--- config.mk ---
export PLATFORM = sky130hd
export DESIGN_NAME = sseh_error_handler
export DESIGN_NICKNAME = d
export VERILOG_FILES = /design/src/verilog/sseh_pkg.sv /design/src/verilog/sseh_error_handler.sv /design/src/verilog/sseh_code_latch.sv
export SDC_FILE = /design/constraint.sdc
export NUM_CORES = 1
export LEC_CHECK = 0
export ABC_AREA = 1
export CORE_MARGIN = 2
export CORE_UTILIZATION = 45
export DETAILED_ROUTE_END_ITERATION = 7
export DONT_BUFFER_PORTS = 1
export GPL_ROUTABILITY_DRIVEN = 0
export GPL_TIMING_DRIVEN = 1
export SYNTH_ARGS = -nofsm -noshare
export SYNTH_HDL_FRONTEND = slang
export SYNTH_SLANG_ARGS = --single-unit
--- constraint.sdc ---
create_clock -name clock -period 3.25 [get_ports clock]
set_input_delay 0.975 -clock clock [delete_from_list [all_inputs] [get_ports clock]]
set_output_delay 0.975 -clock clock [all_outputs]
set_load 0.02 [all_outputs]
--- src/verilog/sseh_pkg.sv ---
package sseh_pkg;

    // ********************************************************
    // Register map (byte addresses)
    // ********************************************************
    localparam logic [7:0] ADDR_CTRL = 8'h00;
    localparam logic [7:0] ADDR_STATUS = 8'h04;
    localparam logic [7:0] ADDR_INIT_CODE = 8'h08;
    localparam logic [7:0] ADDR_RUN_CODE = 8'h0C;
    localparam logic [7:0] ADDR_DELAY = 8'h10;

    // ********************************************************
    // Control register fields
    // ********************************************************
    localparam int CTRL_INJ_LSB = 0;
    localparam int CTRL_INJ_W = 2;
    localparam int CTRL_COMMIT_BIT = 8;
    localparam logic [1:0] INJ_SET = 2'h0;
    localparam logic [1:0] INJ_RELEASE = 2'h1;
    localparam logic [1:0] INJ_ARM = 2'h2;

    // ********************************************************
    // Initialization error code bits
    // ********************************************************
    localparam logic [31:0] INIT_SUPPLY = 32'h0000_0004;
    localparam logic [31:0] INIT_DOUT = 32'h0000_0010;
    localparam logic [31:0] INIT_DIN = 32'h0000_0020;
    localparam logic [31:0] INIT_AOUT = 32'h0000_0080;
    localparam logic [31:0] INIT_QDEC = 32'h0000_0100;
    localparam logic [31:0] INIT_SINCOS = 32'h0000_0200;
    localparam logic [31:0] INIT_RELAY = 32'h0000_2000;

    // ********************************************************
    // Analog output codes, timing and sizes
    // ********************************************************
    localparam logic [15:0] AOUT_SAFE_UA = 16'h0000;
    localparam logic [31:0] DELAY_RESET = 32'h0000_0100;
    localparam int NUM_DOUT = 4;
    localparam int NUM_SELF_TESTS = 7;

    // ********************************************************
    // Types
    // ********************************************************
    typedef enum logic [1:0] {
        ST_SELFTEST,
        ST_DELAY,
        ST_RUN
    } sseh_phase_e;

    // Self-test result from the test sequencer
    typedef struct packed {
        logic done;
        logic [NUM_SELF_TESTS-1:0] fail;
    } sseh_selftest_s;

    // Normal-mode output requests from the function logic
    typedef struct packed {
        logic relay_closed;
        logic [15:0] aout_ua;
        logic [NUM_DOUT-1:0] dout;
        logic [3:0] rs422;
        logic rs422_pd;
    } sseh_outreq_s;

endpackage

--- src/verilog/sseh_error_handler.sv ---
`timescale 1ns/1ps
module sseh_error_handler (
    // Clock and reset
    input wire logic clock,
    input wire logic rst,
    // APB slave
    input wire logic psel,
    input wire logic penable,
    input wire logic pwrite,
    input wire logic [7:0] paddr,
    input wire logic [31:0] pwdata,
    output logic [31:0] prdata,
    output logic pready,
    output logic pslverr,
    // Self-test results, one bit per test
    input wire logic st_done,
    input wire logic supply_check_fail,
    input wire logic digital_output_check_fail,
    input wire logic digital_input_check_fail,
    input wire logic analog_output_check_fail,
    input wire logic quadrature_decoder_check_fail,
    input wire logic sine_cosine_output_check_fail,
    input wire logic external_relay_monitor_fail,
    // Runtime error events and switching condition
    input wire logic [31:0] runtime_error,
    input wire logic relay_switch_cond,
    // Configuration switch sliders, 1 = on
    input wire logic [2:0] dil_slider,
    // Normal output requests
    input wire sseh_pkg::sseh_outreq_s req,
    // Safe-state outputs
    output logic relay_closed,
    output logic [15:0] aout_ua,
    output logic [sseh_pkg::NUM_DOUT-1:0] digital_output_true,
    output logic [sseh_pkg::NUM_DOUT-1:0] digital_output_inverted,
    output logic [3:0] rs422_out,
    output logic [3:0] rs422_oe,
    output logic rs422_pulldown,
    output logic sincos_offset_shift,
    output logic led_yellow,
    output logic prog_mode,
    output logic error_state
);

    // ********************************************************
    // State
    // ********************************************************
    typedef struct packed {
        sseh_pkg::sseh_phase_e phase;
        logic [31:0] delay_cnt;
        logic [31:0] delay_cfg;
        logic [1:0] inj_value;
        logic inj_active;
        logic inj_armed;
        logic [31:0] prdata;
        logic relay_closed;
        logic [15:0] aout_ua;
        logic [sseh_pkg::NUM_DOUT-1:0] dout_t;
        logic [sseh_pkg::NUM_DOUT-1:0] dout_n;
        logic [3:0] rs422;
        logic [3:0] rs422_oe;
        logic rs422_pd;
        logic sincos_shift;
        logic led;
    } sseh_state_s;

    sseh_state_s st_ff;
    sseh_state_s nxt_st;

    logic [31:0] init_events;
    logic [31:0] init_code;
    logic [31:0] run_code;
    logic wr_acc;
    logic rd_acc;
    logic commit;
    logic [1:0] commit_val;
    logic any_err;
    logic monitoring;

    // ********************************************************
    // Bus decode helpers
    // ********************************************************
    function automatic logic addr_mapped(input logic [7:0] a);
        addr_mapped = (a == sseh_pkg::ADDR_CTRL) ||
            (a == sseh_pkg::ADDR_STATUS) ||
            (a == sseh_pkg::ADDR_INIT_CODE) ||
            (a == sseh_pkg::ADDR_RUN_CODE) ||
            (a == sseh_pkg::ADDR_DELAY);
    endfunction

    // Single-cycle access phase, never waits
    assign wr_acc = psel && penable && pwrite;
    // Read data loads in the setup cycle so it stands in the access phase
    assign rd_acc = psel && !penable && !pwrite;
    assign pready = 1'b1;
    assign pslverr = psel && penable && !addr_mapped(paddr);
    assign prdata = st_ff.prdata;
    assign commit = wr_acc && (paddr == sseh_pkg::ADDR_CTRL) &&
        pwdata[sseh_pkg::CTRL_COMMIT_BIT];
    assign commit_val = pwdata[sseh_pkg::CTRL_INJ_LSB +:
        sseh_pkg::CTRL_INJ_W];

    // Init failure word assembled from the individual tests
    always_comb begin
        init_events = 32'h0;
        if (supply_check_fail) begin
            init_events |= sseh_pkg::INIT_SUPPLY;
        end
        if (digital_output_check_fail) begin
            init_events |= sseh_pkg::INIT_DOUT;
        end
        if (digital_input_check_fail) begin
            init_events |= sseh_pkg::INIT_DIN;
        end
        if (analog_output_check_fail) begin
            init_events |= sseh_pkg::INIT_AOUT;
        end
        if (quadrature_decoder_check_fail) begin
            init_events |= sseh_pkg::INIT_QDEC;
        end
        if (sine_cosine_output_check_fail) begin
            init_events |= sseh_pkg::INIT_SINCOS;
        end
        if (external_relay_monitor_fail) begin
            init_events |= sseh_pkg::INIT_RELAY;
        end
    end

    // Init code latched during the power-on test phase
    sseh_code_latch u_init_latch (
        .clock(clock),
        .rst(rst),
        .enable(st_ff.phase == sseh_pkg::ST_SELFTEST && st_done),
        .events(init_events),
        .code(init_code)
    );

    // Runtime code only recorded once monitoring starts
    assign monitoring = (st_ff.phase == sseh_pkg::ST_RUN);
    sseh_code_latch u_run_latch (
        .clock(clock),
        .rst(rst),
        .enable(monitoring),
        .events(runtime_error),
        .code(run_code)
    );

    // Both classes and injection merge into one error flag
    assign any_err = (init_code != 32'h0) || (run_code != 32'h0) ||
        st_ff.inj_active;
    assign prog_mode = !dil_slider[2];

    // ********************************************************
    // Next-state logic
    // ********************************************************
    always_comb begin
        nxt_st = st_ff;
        // Power-on sequence
        case (st_ff.phase)
            sseh_pkg::ST_SELFTEST: begin
                if (st_done) begin
                    nxt_st.phase = sseh_pkg::ST_DELAY;
                    nxt_st.delay_cnt = 32'h0;
                end
            end
            sseh_pkg::ST_DELAY: begin
                if (st_ff.delay_cnt >= st_ff.delay_cfg) begin
                    nxt_st.phase = sseh_pkg::ST_RUN;
                end else begin
                    nxt_st.delay_cnt = st_ff.delay_cnt + 32'h1;
                end
            end
            sseh_pkg::ST_RUN: begin
                nxt_st.phase = sseh_pkg::ST_RUN;
            end
            default: begin
                nxt_st.phase = sseh_pkg::ST_SELFTEST;
            end
        endcase
        // Injection: 0 sets, 2 arms release, 1 after 2 releases
        if (commit) begin
            nxt_st.inj_value = commit_val;
            if (commit_val == sseh_pkg::INJ_SET) begin
                nxt_st.inj_active = 1'b1;
                nxt_st.inj_armed = 1'b0;
            end else if (commit_val == sseh_pkg::INJ_ARM) begin
                nxt_st.inj_armed = 1'b1;
            end else if (commit_val == sseh_pkg::INJ_RELEASE &&
                    st_ff.inj_armed) begin
                nxt_st.inj_active = 1'b0;
                nxt_st.inj_armed = 1'b0;
            end else begin
                nxt_st.inj_armed = 1'b0;
            end
        end
        if (wr_acc && paddr == sseh_pkg::ADDR_DELAY) begin
            nxt_st.delay_cfg = pwdata;
        end
        // Read data captured during the setup cycle
        if (rd_acc) begin
            case (paddr)
                sseh_pkg::ADDR_CTRL:
                    nxt_st.prdata = {30'h0, st_ff.inj_value};
                sseh_pkg::ADDR_STATUS:
                    nxt_st.prdata = {24'h0, prog_mode, st_ff.inj_armed,
                        st_ff.inj_active, run_code != 32'h0,
                        init_code != 32'h0, any_err,
                        st_ff.phase};
                sseh_pkg::ADDR_INIT_CODE: nxt_st.prdata = init_code;
                sseh_pkg::ADDR_RUN_CODE: nxt_st.prdata = run_code;
                sseh_pkg::ADDR_DELAY: nxt_st.prdata = st_ff.delay_cfg;
                default: nxt_st.prdata = 32'h0;
            endcase
        end
        // Output stage: safe values override requests
        if (any_err) begin
            nxt_st.relay_closed = 1'b0;
            nxt_st.aout_ua = sseh_pkg::AOUT_SAFE_UA;
            nxt_st.dout_t = '0;
            nxt_st.dout_n = '0;
            nxt_st.rs422 = 4'h0;
            nxt_st.rs422_oe = 4'h0;
            nxt_st.rs422_pd = 1'b0;
            nxt_st.sincos_shift = 1'b1;
            nxt_st.led = 1'b1;
        end else begin
            nxt_st.relay_closed = req.relay_closed &&
                !relay_switch_cond;
            nxt_st.aout_ua = req.aout_ua;
            nxt_st.dout_t = req.dout;
            nxt_st.dout_n = ~req.dout;
            nxt_st.rs422 = req.rs422;
            nxt_st.rs422_oe = 4'hF;
            nxt_st.rs422_pd = req.rs422_pd;
            nxt_st.sincos_shift = 1'b0;
            nxt_st.led = 1'b0;
        end
    end

    // State register
    always_ff @(posedge clock) begin
        if (rst) begin
            st_ff <= '0;
            st_ff.phase <= sseh_pkg::ST_SELFTEST;
            st_ff.delay_cfg <= sseh_pkg::DELAY_RESET;
            st_ff.inj_value <= sseh_pkg::INJ_RELEASE;
            st_ff.sincos_shift <= 1'b1;
            st_ff.led <= 1'b1;
        end else begin
            st_ff <= nxt_st;
        end
    end

    // Output drive from flip-flops; error_state comes straight from any_err
    assign relay_closed = st_ff.relay_closed;
    assign aout_ua = st_ff.aout_ua;
    assign digital_output_true = st_ff.dout_t;
    assign digital_output_inverted = st_ff.dout_n;
    assign rs422_out = st_ff.rs422;
    assign rs422_oe = st_ff.rs422_oe;
    assign rs422_pulldown = st_ff.rs422_pd;
    assign sincos_offset_shift = st_ff.sincos_shift;
    assign led_yellow = st_ff.led;
    assign error_state = any_err;

    // ********************************************************
    // Assertions
    // ********************************************************
    property p_inject_set;
        @(posedge clock) disable iff (rst)
        (commit && commit_val == sseh_pkg::INJ_SET) |=> ##1
            (led_yellow && !relay_closed);
    endproperty
    a_inject_set: assert property (p_inject_set)
        else $error("injection did not force safe state");

    property p_release_needs_arm;
        @(posedge clock) disable iff (rst)
        (commit && commit_val == sseh_pkg::INJ_RELEASE &&
            !st_ff.inj_armed && st_ff.inj_active) |=> st_ff.inj_active;
    endproperty
    a_release_needs_arm: assert property (p_release_needs_arm)
        else $error("release without arming");

    property p_aout_zero;
        @(posedge clock) disable iff (rst)
        any_err |=> (aout_ua == 16'h0);
    endproperty
    a_aout_zero: assert property (p_aout_zero)
        else $error("analog not at zero in error");

    property p_relay_open;
        @(posedge clock) disable iff (rst)
        (any_err || relay_switch_cond) |=> !relay_closed;
    endproperty
    a_relay_open: assert property (p_relay_open)
        else $error("relay closed during error or trip");

    property p_dout_low;
        @(posedge clock) disable iff (rst)
        any_err |=> (digital_output_true == '0 &&
            digital_output_inverted == '0);
    endproperty
    a_dout_low: assert property (p_dout_low)
        else $error("digital outputs not low in error");

    property p_rs422_off;
        @(posedge clock) disable iff (rst)
        any_err |=> (rs422_oe == 4'h0 && rs422_out == 4'h0 &&
            !rs422_pulldown);
    endproperty
    a_rs422_off: assert property (p_rs422_off)
        else $error("differential output active in error");

    property p_shift_led;
        @(posedge clock) disable iff (rst)
        any_err |=> (sincos_offset_shift && led_yellow);
    endproperty
    a_shift_led: assert property (p_shift_led)
        else $error("offset or indicator missing in error");

    property p_no_run_err_early;
        @(posedge clock) disable iff (rst)
        (st_ff.phase != sseh_pkg::ST_RUN) |-> (run_code == 32'h0);
    endproperty
    a_no_run_err_early: assert property (p_no_run_err_early)
        else $error("runtime error recorded during delay");

    property p_supply_bit;
        @(posedge clock) disable iff (rst)
        (st_ff.phase == sseh_pkg::ST_SELFTEST && st_done &&
            supply_check_fail) |=> init_code[2];
    endproperty
    a_supply_bit: assert property (p_supply_bit)
        else $error("supply bit not set");

endmodule // sseh_error_handler

--- src/verilog/sseh_code_latch.sv ---
`timescale 1ns/1ps
// Sticky per-bit latch of an error code word
module sseh_code_latch (
    // Clock and reset
    input wire logic clock,
    input wire logic rst,
    // Event bits and enable
    input wire logic enable,
    input wire logic [31:0] events,
    // Latched code word
    output logic [31:0] code
);

    typedef struct packed {
        logic [31:0] code;
    } sseh_latch_s;

    sseh_latch_s st_ff;
    sseh_latch_s nxt_st;

    // Bits only ever set; cleared by reset alone
    always_comb begin
        nxt_st = st_ff;
        if (enable) begin
            nxt_st.code = st_ff.code | events;
        end
    end

    // State register
    always_ff @(posedge clock) begin
        if (rst) begin
            st_ff <= '0;
        end else begin
            st_ff <= nxt_st;
        end
    end

    assign code = st_ff.code;

    property p_code_sticky;
        @(posedge clock) disable iff (rst)
        (st_ff.code != 32'h0) |=> ((st_ff.code & $past(st_ff.code))
            == $past(st_ff.code));
    endproperty
    a_code_sticky: assert property (p_code_sticky)
        else $error("latched code bit was lost");

endmodule // sseh_code_latch

Word-level counts from Yosys, hierarchy flattened. Index checks and enable logic that the tools add are counted.

ROM bits: 0. Register bits: 202. RAM bits: 0. Output and inout port bits: 72. Bits in latches: 0. Memories: 0. Logic and storage cells: 86.

Reductions and logical operators: 33. Shifts and indexed selects: 0. Div/mod/pow operators: 0. Bitwise logic cells: 3. Mux-type cells: 18. Equal/unequal tests: 12. $add $sub $neg: 1. Order comparisons: 1. $mul: 0.

Operators with widths (count): $pmux 32 s5 (1); $pmux 32 s2 (1); $reduce_bool 32->1 (2); $mux 34 (1); $add 32x1->32 const B (1); $ge 32x32->1 (1); $mux 32 (1); $or 32x14->32 (1); $or 32x32->32 (1); $eq 8x4->1 const B (2); $mux 14 (1); $logic_and 1x1->1 (11); $mux 10 (1); $mux 9 (1); $eq 8x3->1 const B (1); $eq 8x5->1 const B (1); $logic_not 8->1 (1); $mux 8 (1); $ne 2x2->1 const B (4); $mux 7 (1); $logic_or 1x1->1 (6); $mux 6 (1); $pmux 2 s3 (1); $reduce_and 3->1 (2); other kinds (12) (23).

Depth between registers and ports, before layout. Gate-level depths: netlist of the first run.

Depth after elaboration: 8. Gate-level depth with buffers: 18. Gate-level depth less buffers: 17.

Hierarchy. A second synthesis of the first run with hierarchy kept.

Cells, all modules: 1451. Area total of the unflattened synthesis: 10390.0 µm².

By module, submodules not included: sseh_error_handler (times used 1, cells each 1183, area an instance 7985.2 µm²); sseh_code_latch (times used 2, cells each 134, area an instance 1202.4 µm²).

Worst setup path after synthesis of the first run. Ideal clock, no wire load.

Kind: input to output. Start: in paddr[3]. End: out pslverr. Required time: 2.275 ns. Stages: 7. Path buffers: 1. Arrival time: 2.631 ns. Slack: -0.356 ns. Path through: inv_1 -> nand3_1 -> inv_1 -> nand3_1 -> buf_2 -> inv_1 -> a2111oi_0.

Cells in the longest elaborated chain, start to end: 7. Elaborated cells between the ends (all ways): 11.

Ends and longest elaborated chain: start: declaration (line sseh_error_handler.sv:10) `input wire logic [7:0] paddr,`; $eq 8x3->1 / $logic_not 8->1 (equally long branches) (line sseh_error_handler.sv:85, sseh_error_handler.sv:84); $logic_or 1x1->1 (line sseh_error_handler.sv:84) `addr_mapped = (a == sseh_pkg::ADDR_CTRL) ||`; $logic_or 1x1->1 (line sseh_error_handler.sv:85) `(a == sseh_pkg::ADDR_STATUS) ||`; $logic_or 1x1->1 (line sseh_error_handler.sv:86) `(a == sseh_pkg::ADDR_INIT_CODE) ||`; $logic_or 1x1->1 * (line sseh_error_handler.sv:87) `(a == sseh_pkg::ADDR_RUN_CODE) ||`; $logic_not 1->1 * (line sseh_error_handler.sv:96) `assign pslverr = psel && penable && !addr_mapped(paddr);`; $logic_and 1x1->1 * (line sseh_error_handler.sv:96); end: declaration (line sseh_error_handler.sv:14) `output logic pslverr,`.

Every way passes the cells marked *; elsewhere a longest branch is shown, timed or not.

Final worst setup path of the first run.
Start: in paddr[1]. End: out pslverr.

The elaborated chain is that of the path after synthesis.

==> impl_metrics.env, run 1 <==
export IMPL_synth_ff_type="dfxtp_1"
export IMPL_worst_pin_slew_ns=0.854
export IMPL_timing_fmax_ghz=0.352
export IMPL_setup_tns_ns=0
export IMPL_antenna_cells=0
export IMPL_setup_viol=0
export IMPL_fin_nets=1326
export IMPL_grt_antenna_before_repair=0
export IMPL_async_flop_share=0
export IMPL_yosysTopAreaCellShare=0.390
export IMPL_grt_pass1_wl_um=33900
export IMPL_highest_layer="met4"
export IMPL_port_buffers=0
export IMPL_cts_root_buf="clkbuf_16"
export IMPL_synth_seq_area_share=0.390
export IMPL_crit_arrival_ns=1.87
export IMPL_power_internal_uw=4580
export IMPL_synthTopCellsByArea="dfxtp_1 39%, nand2_1 12%, a21oi_1 8.6%, inv_1 6.5%, buf_4 5.8%"
export IMPL_dieArea_sq_mm=0.0209
export IMPL_area_delta_synth_final_pct=3.53
export IMPL_muxShareOfSynthArea=0
export IMPL_fin_area_sq_mm=0.00920
export IMPL_post_cts_resized=0
export IMPL_cp_max_fo=5
export IMPL_clkLatencyLatePin_ns=0.44
export IMPL_postCtsSetupBuffers=0
export IMPL_synthSimpleGateAreaFrac=0.255
export IMPL_drv_cap=0
export IMPL_syn_area_sq_mm=0.00888
export IMPL_numCtsBuffers=17
export IMPL_hpwl_um=16200
export IMPL_drtIter0Drc=413
export IMPL_synth_xor_area_share=0
export IMPL_drtPass1Iterations=5
export IMPL_cp_required_ns=2.27
export IMPL_cts_path_max_buffers=2
export IMPL_wl_met2_um=10200
export IMPL_crit_type="primary input to output pin"
export IMPL_worst_setup_path_start_kind="primary input"
export IMPL_place_area_sq_mm=0.00860
export IMPL_ctsHoldBuffers=0
export IMPL_mostFrequentLayoutCells="275 x nand2_1, 173 x dfxtp_1, 155 x inv_1, 153 x a21oi_1, 114 x nor2_1"
export IMPL_fin_skew_ns=0.0136
export IMPL_slew_headroom=0.430
export IMPL_rows=51
export IMPL_wl_met1_um=9900
export IMPL_hold_viol_final=0
export IMPL_path_clk_slew_ns=0.07
export IMPL_wire_per_inst_um=15.0
export IMPL_die_width_um=145
export IMPL_track_usage=0.207
export IMPL_dr_wl_met3_um=1280
export IMPL_power_uw=7920
export IMPL_pwr_density_cell_mw_per_mm2=861
export IMPL_leakage_uw=0.00361
export IMPL_power_switching_uw=3340
export IMPL_clock_sinks=173
export IMPL_initial_utilization=0.458
export IMPL_fin_crit_ns=2.84
export IMPL_fin_util=0.474
export IMPL_cts_htree_levels=4
export IMPL_grt_max_degree=83
export IMPL_core_sq_mm=0.0194
export IMPL_synth_fp_nets=1415
export IMPL_drv_slew=0
export IMPL_synth_compound_area_frac=0.149
export IMPL_seqPwrFrac=0.386
export IMPL_ys_warn_count=0
export IMPL_synth_avg_cell_area_sq_um=7.03
export IMPL_io_pins=187
export IMPL_synth_edf_count=0
export IMPL_rsz0062_at_grt="false"
export IMPL_synth_top_family_by_area="simple AND/OR/NAND/NOR gates"
export IMPL_hold_path_class="flip-flop to flip-flop"
export IMPL_grt_pass1_vias=6535
export IMPL_ys_ff_latch=173
export IMPL_combPwrFrac=0.356
export IMPL_grt_overflow=0
export IMPL_yosys_area_top_type="dfxtp_1"
export IMPL_pre_cts_slack_ns=0.413
export IMPL_synth_adder_area_share=0.0521
export IMPL_num_vias=7446
export IMPL_synthCells=1263
export IMPL_detail_route_antenna_nets=0
export IMPL_crit_path_end_kind="output pin"
export IMPL_drive_above_1_share=0.0640
export IMPL_die_h_um=145
export IMPL_fin_ws_ns=0.408
export IMPL_switching_share=0.422
export IMPL_ys_types=42
export IMPL_wirelength_um=21800
export IMPL_cts_tree="yes"
export IMPL_peakVddDrop_mv=0.419
export IMPL_drcViolationCount=0
export IMPL_avgViaCountPerCell=5.13
export IMPL_status="completed"
export IMPL_period_share=0.874
export IMPL_p_clk_frac=0.257
export IMPL_final_common_cell="nand2_1"
## stage by stage
stage	instances	hold WS (ns)
after CTS	1452	0.474
after global routing	1452	0.499
final	1452	0.473
after global placement	1420	0.459
after floorplan	1263	0.443
after detailed placement	1420	0.463
## flip-flops by register name, indices dropped and copies added, names as in the netlist
name                     flops
aout_ua                     16
digital_output_inverted      4
digital_output_true          4
prdata                      32
relay_closed                 1
rs422_oe                     1
rs422_out                    4
rs422_pulldown               1
sincos_offset_shift          1
st_ff                       70
u_init_latch.code            7
u_run_latch.code            32
## final timing paths
check	startpoint	to	slack, ns	cells after the start
setup / recovery	paddr[1]	pslverr	0.41	7
hold / removal	u_run_latch.code[6]$_SDFFE_PP0N_	u_run_latch.code[6]$_SDFFE_PP0N_	0.47	2
setup reg to reg	u_run_latch.code[23]$_SDFFE_PP0N_	relay_closed$_SDFF_PP0_	0.94	7
hold reg to reg	u_run_latch.code[6]$_SDFFE_PP0N_	u_run_latch.code[6]$_SDFFE_PP0N_	0.47	2
## area by class of cell
| class | instances | area, sq um |
|---|---|---|
| multi-input combinational | 809 | 4070 |
| inverter | 161 | 604 |
| tap | 265 | 332 |
| clock buffer | 17 | 425 |
| sequential | 173 | 3460 |
| timing repair buffer | 12 | 128 |
| fill | 2042 | 10200 |
| clock inverter | 15 | 176 |
## layer usage
layer	track usage	up-vias
met1	0.268	3374
met4	0.0705	0
met5	0	-
met3	0.0454	29
li1	-	3848
met2	0.342	195
## power groups by stage
stage                     combinational, uW  sequential (uW)  clock, uW
final                                  2820             3060       2040
after global routing                   3250             3120       2180
after global placement                 2770             3100          0
after floorplan                        2580             2830          0
after detailed placement               2810             3110          0
after CTS                              2820             3060       2090
## synth_stat cells, types with 3 or more instances
cell / number
nand2_1: 276
dfxtp_1: 173
inv_1: 155
a21oi_1: 153
nor2_1: 114
nand3_1: 72
buf_4: 69
o21ai_0: 43
ha_1: 37
clkbuf_1: 33
o22ai_1: 27
nor3_1: 15
nand4_1: 14
buf_2: 11
nor2_2: 6
nor4_1: 6
buf_6: 5
inv_2: 5
o221ai_1: 5
o211ai_1: 4
nand2_2: 3
nand3b_1: 3
nor2_4: 3
nor3_2: 3
or2_2: 3
## critical path, cell delays in order
cell	delay, ns
nor2_2	0.18
nand3_1	0.16
inv_1	0.08
nand3_1	0.08
inv_1	0.17
a2111oi_2	0.05
buf_4	0.16
## cells by family after synthesis
| kind of cell | Yosys count |
|---|---|
| adder cells (fa/ha/maj) | 37 |
| AO/OA/AOI/OAI | 245 |
| buffers and inverters | 281 |
| AND/OR/NAND/NOR | 526 |
| flip-flops | 173 |
| other | 1 |
Note: power is estimated with default switching activity, not from simulation.
==> inputs of run 2 (changes only) <==
--- a/config.mk
+++ b/config.mk
@@ -12,6 +12,7 @@
 export DONT_BUFFER_PORTS = 1
 export GPL_ROUTABILITY_DRIVEN = 0
 export GPL_TIMING_DRIVEN = 1
+export PLACE_DENSITY = 0.71
 export SYNTH_ARGS = -nofsm -noshare
 export SYNTH_HDL_FRONTEND = slang
 export SYNTH_SLANG_ARGS = --single-unit
==> impl_metrics.env, run 2 (same netlist as run 1, synthesis figures left out) <==
export IMPL_cp_max_fo=5
export IMPL_avgViaCountPerCell=5.22
export IMPL_final_cell_count_no_fill=1451
export IMPL_num_vias=7567
export IMPL_hpwl_um=16000
export IMPL_fin_area_sq_mm=0.00917
export IMPL_cp_required_ns=2.27
export IMPL_grt_pass1_vias=6912
export IMPL_track_usage=0.208
export IMPL_grt_overflow=0
export IMPL_detail_route_antenna_nets=0
export IMPL_worst_pin_slew_ns=0.977
export IMPL_path_clk_slew_ns=0.08
export IMPL_leakage_uw=0.00360
export IMPL_slowest_delay_ns=0.35
export IMPL_status="completed"
export IMPL_r2r_slack_ns=0.67
export IMPL_crit_start="paddr[3]"
export IMPL_drcViolationCount=0
export IMPL_numCtsBuffers=17
export IMPL_rows=51
export IMPL_crit_type="primary input to output pin"
export IMPL_hold_viol_final=0
export IMPL_path_cells="inv_1 > nand3_1 > inv_1 > nand3_1 > inv_1 > a2111oi_2 > buf_4"
export IMPL_wirelength_um=21600
export IMPL_crit_path_end_kind="output pin"
export IMPL_setup_tns_ns=0
export IMPL_die_width_um=145
export IMPL_mostFrequentLayoutCells="276 x nand2_1, 173 x dfxtp_1, 155 x inv_1, 153 x a21oi_1, 114 x nor2_1"
export IMPL_period_share=0.914
export IMPL_worst_setup_path_start_kind="primary input"
export IMPL_cp_slowest_cell="a2111oi_2"
export IMPL_reg2reg_depth=7
export IMPL_reg2reg_to="aout_ua[5]$_SDFF_PP0_"
export IMPL_setup_viol=0
export IMPL_clkLatencyLatePin_ns=0.43
export IMPL_pwr_density_cell_mw_per_mm2=862
export IMPL_crit_top_cell="inv_1"
export IMPL_io_pins=187
export IMPL_grt_pass1_wl_um=34500
export IMPL_r2r_start="u_run_latch.code[23]$_SDFFE_PP0N_"
export IMPL_ctsHoldBuffers=0
export IMPL_initial_utilization=0.458
export IMPL_drtIter0Drc=521
export IMPL_grt_max_degree=83
export IMPL_final_common_cell="nand2_1"
export IMPL_cts_htree_levels=4
export IMPL_drv_slew=0
export IMPL_fin_crit_ns=2.97
export IMPL_area_delta_synth_final_pct=3.18
export IMPL_timing_fmax_ghz=0.337
export IMPL_drtPass1Iterations=5
export IMPL_die_h_um=145
export IMPL_crit_arrival_ns=2.00
export IMPL_hold_path_class="flip-flop to flip-flop"
export IMPL_peakVddDrop_mv=0.452
export IMPL_port_buffers=0
export IMPL_cts_tree="yes"
export IMPL_drive_above_1_share=0.0616
export IMPL_endpoint="pslverr"
export IMPL_dieArea_sq_mm=0.0209
export IMPL_cts_path_max_buffers=2
export IMPL_regMostFlops="st_ff"
export IMPL_place_area_sq_mm=0.00855
export IMPL_place_inst=1418
export IMPL_slew_headroom=0.348
export IMPL_fin_nets=1324
export IMPL_clock_sinks=173
export IMPL_cts_root_buf="clkbuf_16"
export IMPL_grt_antenna_before_repair=1
export IMPL_wire_per_inst_um=14.9
export IMPL_rsz0062_at_grt="false"
export IMPL_core_sq_mm=0.0194
export IMPL_drv_cap=0
export IMPL_postCtsSetupBuffers=0
export IMPL_largest_reg_flops=70
export IMPL_fin_skew_ns=0.0163
export IMPL_post_cts_resized=0
## run 2: cell type report
type	count	area, sq um
Tap cell	265	332
Multi-Input combinational cell	809	4070
Timing Repair Buffer	10	87.6
Clock inverter	15	185
Clock buffer	17	425
Antenna cell	1	2.50
Sequential cell	173	3460
Fill cell	1948	10200
Inverter	161	604
## run 2: report_power, final
group,internal (uW),total [uW],leakage [uW],switching [uW]
sequential,2510,3080,0.00140,571
combinational,1020,2780,0.00190,1760
clock,1050,2040,0.000292,996
total,4580,7900,0.00360,3330
## run 2: per-stage QoR
step,hold slack (ns),power (uW),util,setup WS (ns)
6_report,0.471,7900,0.473,0.279
5_1_grt,0.485,8540,0.473,0.246
4_1_cts,0.471,7940,0.472,0.299
3_5_place_dp,0.459,5880,0.441,0.352
3_3_place_gp,0.454,5800,0.441,0.373
2_1_floorplan,0.443,5410,-,0.193
## run 2: critical path, delay by kind of cell
kind / cells / cell delay, ns
AOI/OAI and AO/OA: 1 / 0.35
buffers and inverters: 4 / 0.44
and+or+nand+nor: 2 / 0.23
## run 2: how the worst min path moves through the flow
| stage | from | endpoint | slack (ns) | cells past startpoint |
|---|---|---|---|---|
| 2_1_floorplan | prdata[19]$_SDFFE_PP0P_ | prdata[19]$_SDFFE_PP0P_ | 0.44 | 2 |
| 3_3_place_gp | u_init_latch.code[4]$_SDFFE_PP0P_ | u_init_latch.code[4]$_SDFFE_PP0P_ | 0.45 | 2 |
| 3_5_place_dp | u_init_latch.code[4]$_SDFFE_PP0P_ | u_init_latch.code[4]$_SDFFE_PP0P_ | 0.46 | 2 |
| 4_1_cts | u_init_latch.code[4]$_SDFFE_PP0P_ | u_init_latch.code[4]$_SDFFE_PP0P_ | 0.47 | 2 |
| 5_1_grt | u_init_latch.code[4]$_SDFFE_PP0P_ | u_init_latch.code[4]$_SDFFE_PP0P_ | 0.49 | 2 |
| 6_report | u_init_latch.code[4]$_SDFFE_PP0P_ | u_init_latch.code[4]$_SDFFE_PP0P_ | 0.47 | 2 |
## run 2: routing by layer
| metal | GRT usage | vias up | part of all wire |
|---|---|---|---|
| met4 | 0.0669 | 0 | 0.021 |
| li1 | - | 3851 | - |
| met2 | 0.356 | 248 | 0.47 |
| met5 | 0 | - | 0 |
| met3 | 0.0540 | 33 | 0.068 |
| met1 | 0.254 | 3435 | 0.44 |
==> inputs of run 3 (changes only) <==
--- a/config.mk
+++ b/config.mk
@@ -11,7 +11,6 @@
 export DETAILED_ROUTE_END_ITERATION = 7
 export DONT_BUFFER_PORTS = 1
 export GPL_ROUTABILITY_DRIVEN = 0
-export GPL_TIMING_DRIVEN = 1
 export PLACE_DENSITY = 0.71
 export SYNTH_ARGS = -nofsm -noshare
 export SYNTH_HDL_FRONTEND = slang
==> constraint.sdc (replaced) <==
create_clock -name clock -period 3.2 [get_ports clock]
set_input_delay 0.96 -clock clock [delete_from_list [all_inputs] [get_ports clock]]
set_output_delay 0.96 -clock clock [all_outputs]
set_load 0.02 [all_outputs]
==> impl_metrics.env, run 3 (same netlist as run 1, synthesis figures left out) <==
export IMPL_path_clk_slew_ns=0.08
export IMPL_pwr_density_cell_mw_per_mm2=876
export IMPL_drtPass1Iterations=6
export IMPL_cts_path_max_buffers=2
export IMPL_r2r_slack_ns=0.77
export IMPL_ctsHoldBuffers=0
export IMPL_fin_ws_ns=0.240
export IMPL_port_buffers=0
export IMPL_largest_reg_flops=70
export IMPL_grt_antenna_before_repair=0
export IMPL_regMostFlops="st_ff"
export IMPL_peakVddDrop_mv=0.649
export IMPL_worst_pin_slew_ns=0.993
export IMPL_mostFrequentLayoutCells="276 x nand2_1, 173 x dfxtp_1, 155 x inv_1, 153 x a21oi_1, 114 x nor2_1"
export IMPL_drive_above_1_share=0.0632
export IMPL_wirelength_um=21600
export IMPL_postCtsSetupBuffers=0
export IMPL_grt_pass1_vias=6968
export IMPL_hold_start="u_run_latch.code[24]$_SDFFE_PP0N_"
export IMPL_worst_setup_path_start_kind="primary input"
export IMPL_grt_max_degree=83
export IMPL_leakage_uw=0.00360
export IMPL_hpwl_um=16100
export IMPL_detail_route_antenna_nets=0
export IMPL_reg2reg_depth=12
export IMPL_initial_utilization=0.458
export IMPL_hold_viol_final=0
export IMPL_fin_skew_ns=0.0169
export IMPL_drv_slew=0
export IMPL_rsz0062_at_grt="false"
export IMPL_setup_tns_ns=0
export IMPL_slew_headroom=0.337
export IMPL_drv_cap=0
export IMPL_post_cts_resized=0
export IMPL_cp_max_fo=5
export IMPL_clkLatencyLatePin_ns=0.43
export IMPL_crit_path_end_kind="output pin"
export IMPL_antenna_cells=0
export IMPL_fin_nets=1326
export IMPL_crit_arrival_ns=2.00
export IMPL_grt_pass1_wl_um=34300
export IMPL_timing_fmax_ghz=0.338
export IMPL_path_cells="nor2_2 > nand3_1 > inv_1 > nand3_1 > inv_1 > a2111oi_2 > buf_4"
export IMPL_rows=51
export IMPL_cts_root_buf="clkbuf_16"
export IMPL_fill_cells=1957
export IMPL_reg2reg_to="st_ff[131]$_SDFFE_PP0P_"
export IMPL_final_common_cell="nand2_1"
export IMPL_core_sq_mm=0.0194
export IMPL_numCtsBuffers=17
export IMPL_min_to="u_run_latch.code[24]$_SDFFE_PP0N_"
export IMPL_drcViolationCount=0
export IMPL_clock_sinks=173
export IMPL_dieArea_sq_mm=0.0209
export IMPL_slowest_delay_ns=0.23
export IMPL_grt_overflow=0
export IMPL_hold_path_class="flip-flop to flip-flop"
export IMPL_avgViaCountPerCell=5.24
export IMPL_drtIter0Drc=462
export IMPL_r2r_start="st_ff[103]$_SDFFE_PP0P_"
export IMPL_area_delta_synth_final_pct=3.22
export IMPL_cts_tree="yes"
export IMPL_hold_depth=2
export IMPL_die_width_um=145
export IMPL_period_share=0.925
export IMPL_setup_viol=0
export IMPL_pre_cts_slack_ns=0.288
export IMPL_crit_type="primary input to output pin"
export IMPL_cp_required_ns=2.24
export IMPL_track_usage=0.206
export IMPL_cts_htree_levels=4
export IMPL_status="completed"
export IMPL_num_vias=7610
export IMPL_wire_per_inst_um=14.9
export IMPL_power_uw=8030
export IMPL_fin_util=0.473
export IMPL_die_h_um=145
export IMPL_fin_crit_ns=2.96
export IMPL_io_pins=187
export IMPL_cp_slowest_cell="nor2_2"
==> run 3: worst max-delay path by stage <==
stage	start	end	cells after the start
final	paddr[1]	pslverr	7
after global routing	paddr[1]	pslverr	7
after CTS	paddr[3]	pslverr	7
after detailed placement	paddr[1]	st_ff[85]$_SDFFE_PP0P_	9
after global placement	paddr[1]	pslverr	7
after floorplan	paddr[3]	pslverr	7
==> run 3: critical path: cells and delay by family <==
kind	cells	cell delay, ns
AOI/OAI and AO/OA	1	0.07
and+or+nand+nor	3	0.54
buffers and inverters	3	0.43
==> run 3: area by class of cell <==
class | count | area (sq um) | area share
inverter | 161 | 604 | 0.0659
multi-input combinational | 809 | 4070 | 0.444
sequential | 173 | 3460 | 0.378
clock inverter | 15 | 189 | 0.0206
tap | 265 | 332 | 0.0362
timing repair buffer | 12 | 90.1 | 0.00982
clock buffer | 17 | 425 | 0.0464
==> run 3: routing by layer <==
metal	share of wire	global-route usage	routed length [um]	up-vias
met5	0	0	0	-
met2	0.47	0.353	10200	275
met4	0.020	0.0659	430	0
li1	-	-	-	3845
met1	0.43	0.256	9310	3446
met3	0.075	0.0487	1620	44
==> run 3: power breakdown <==
part           switching (uW)  internal, uW  total [uW]  leakage, uW
sequential                566          2550        3120      0.00140
clock                    1020          1060        2090     0.000289
combinational            1810          1020        2830      0.00190
total                    3390          4640        8030      0.00360
==> run 3: per-stage QoR <==
stage,cells,hold WS [ns],area (sq um)
after floorplan,1263,0.443,8890
after global placement,1420,0.454,8560
after detailed placement,1420,0.459,8560
after CTS,1452,0.471,9170
after global routing,1452,0.487,9170
final,1452,0.474,9170
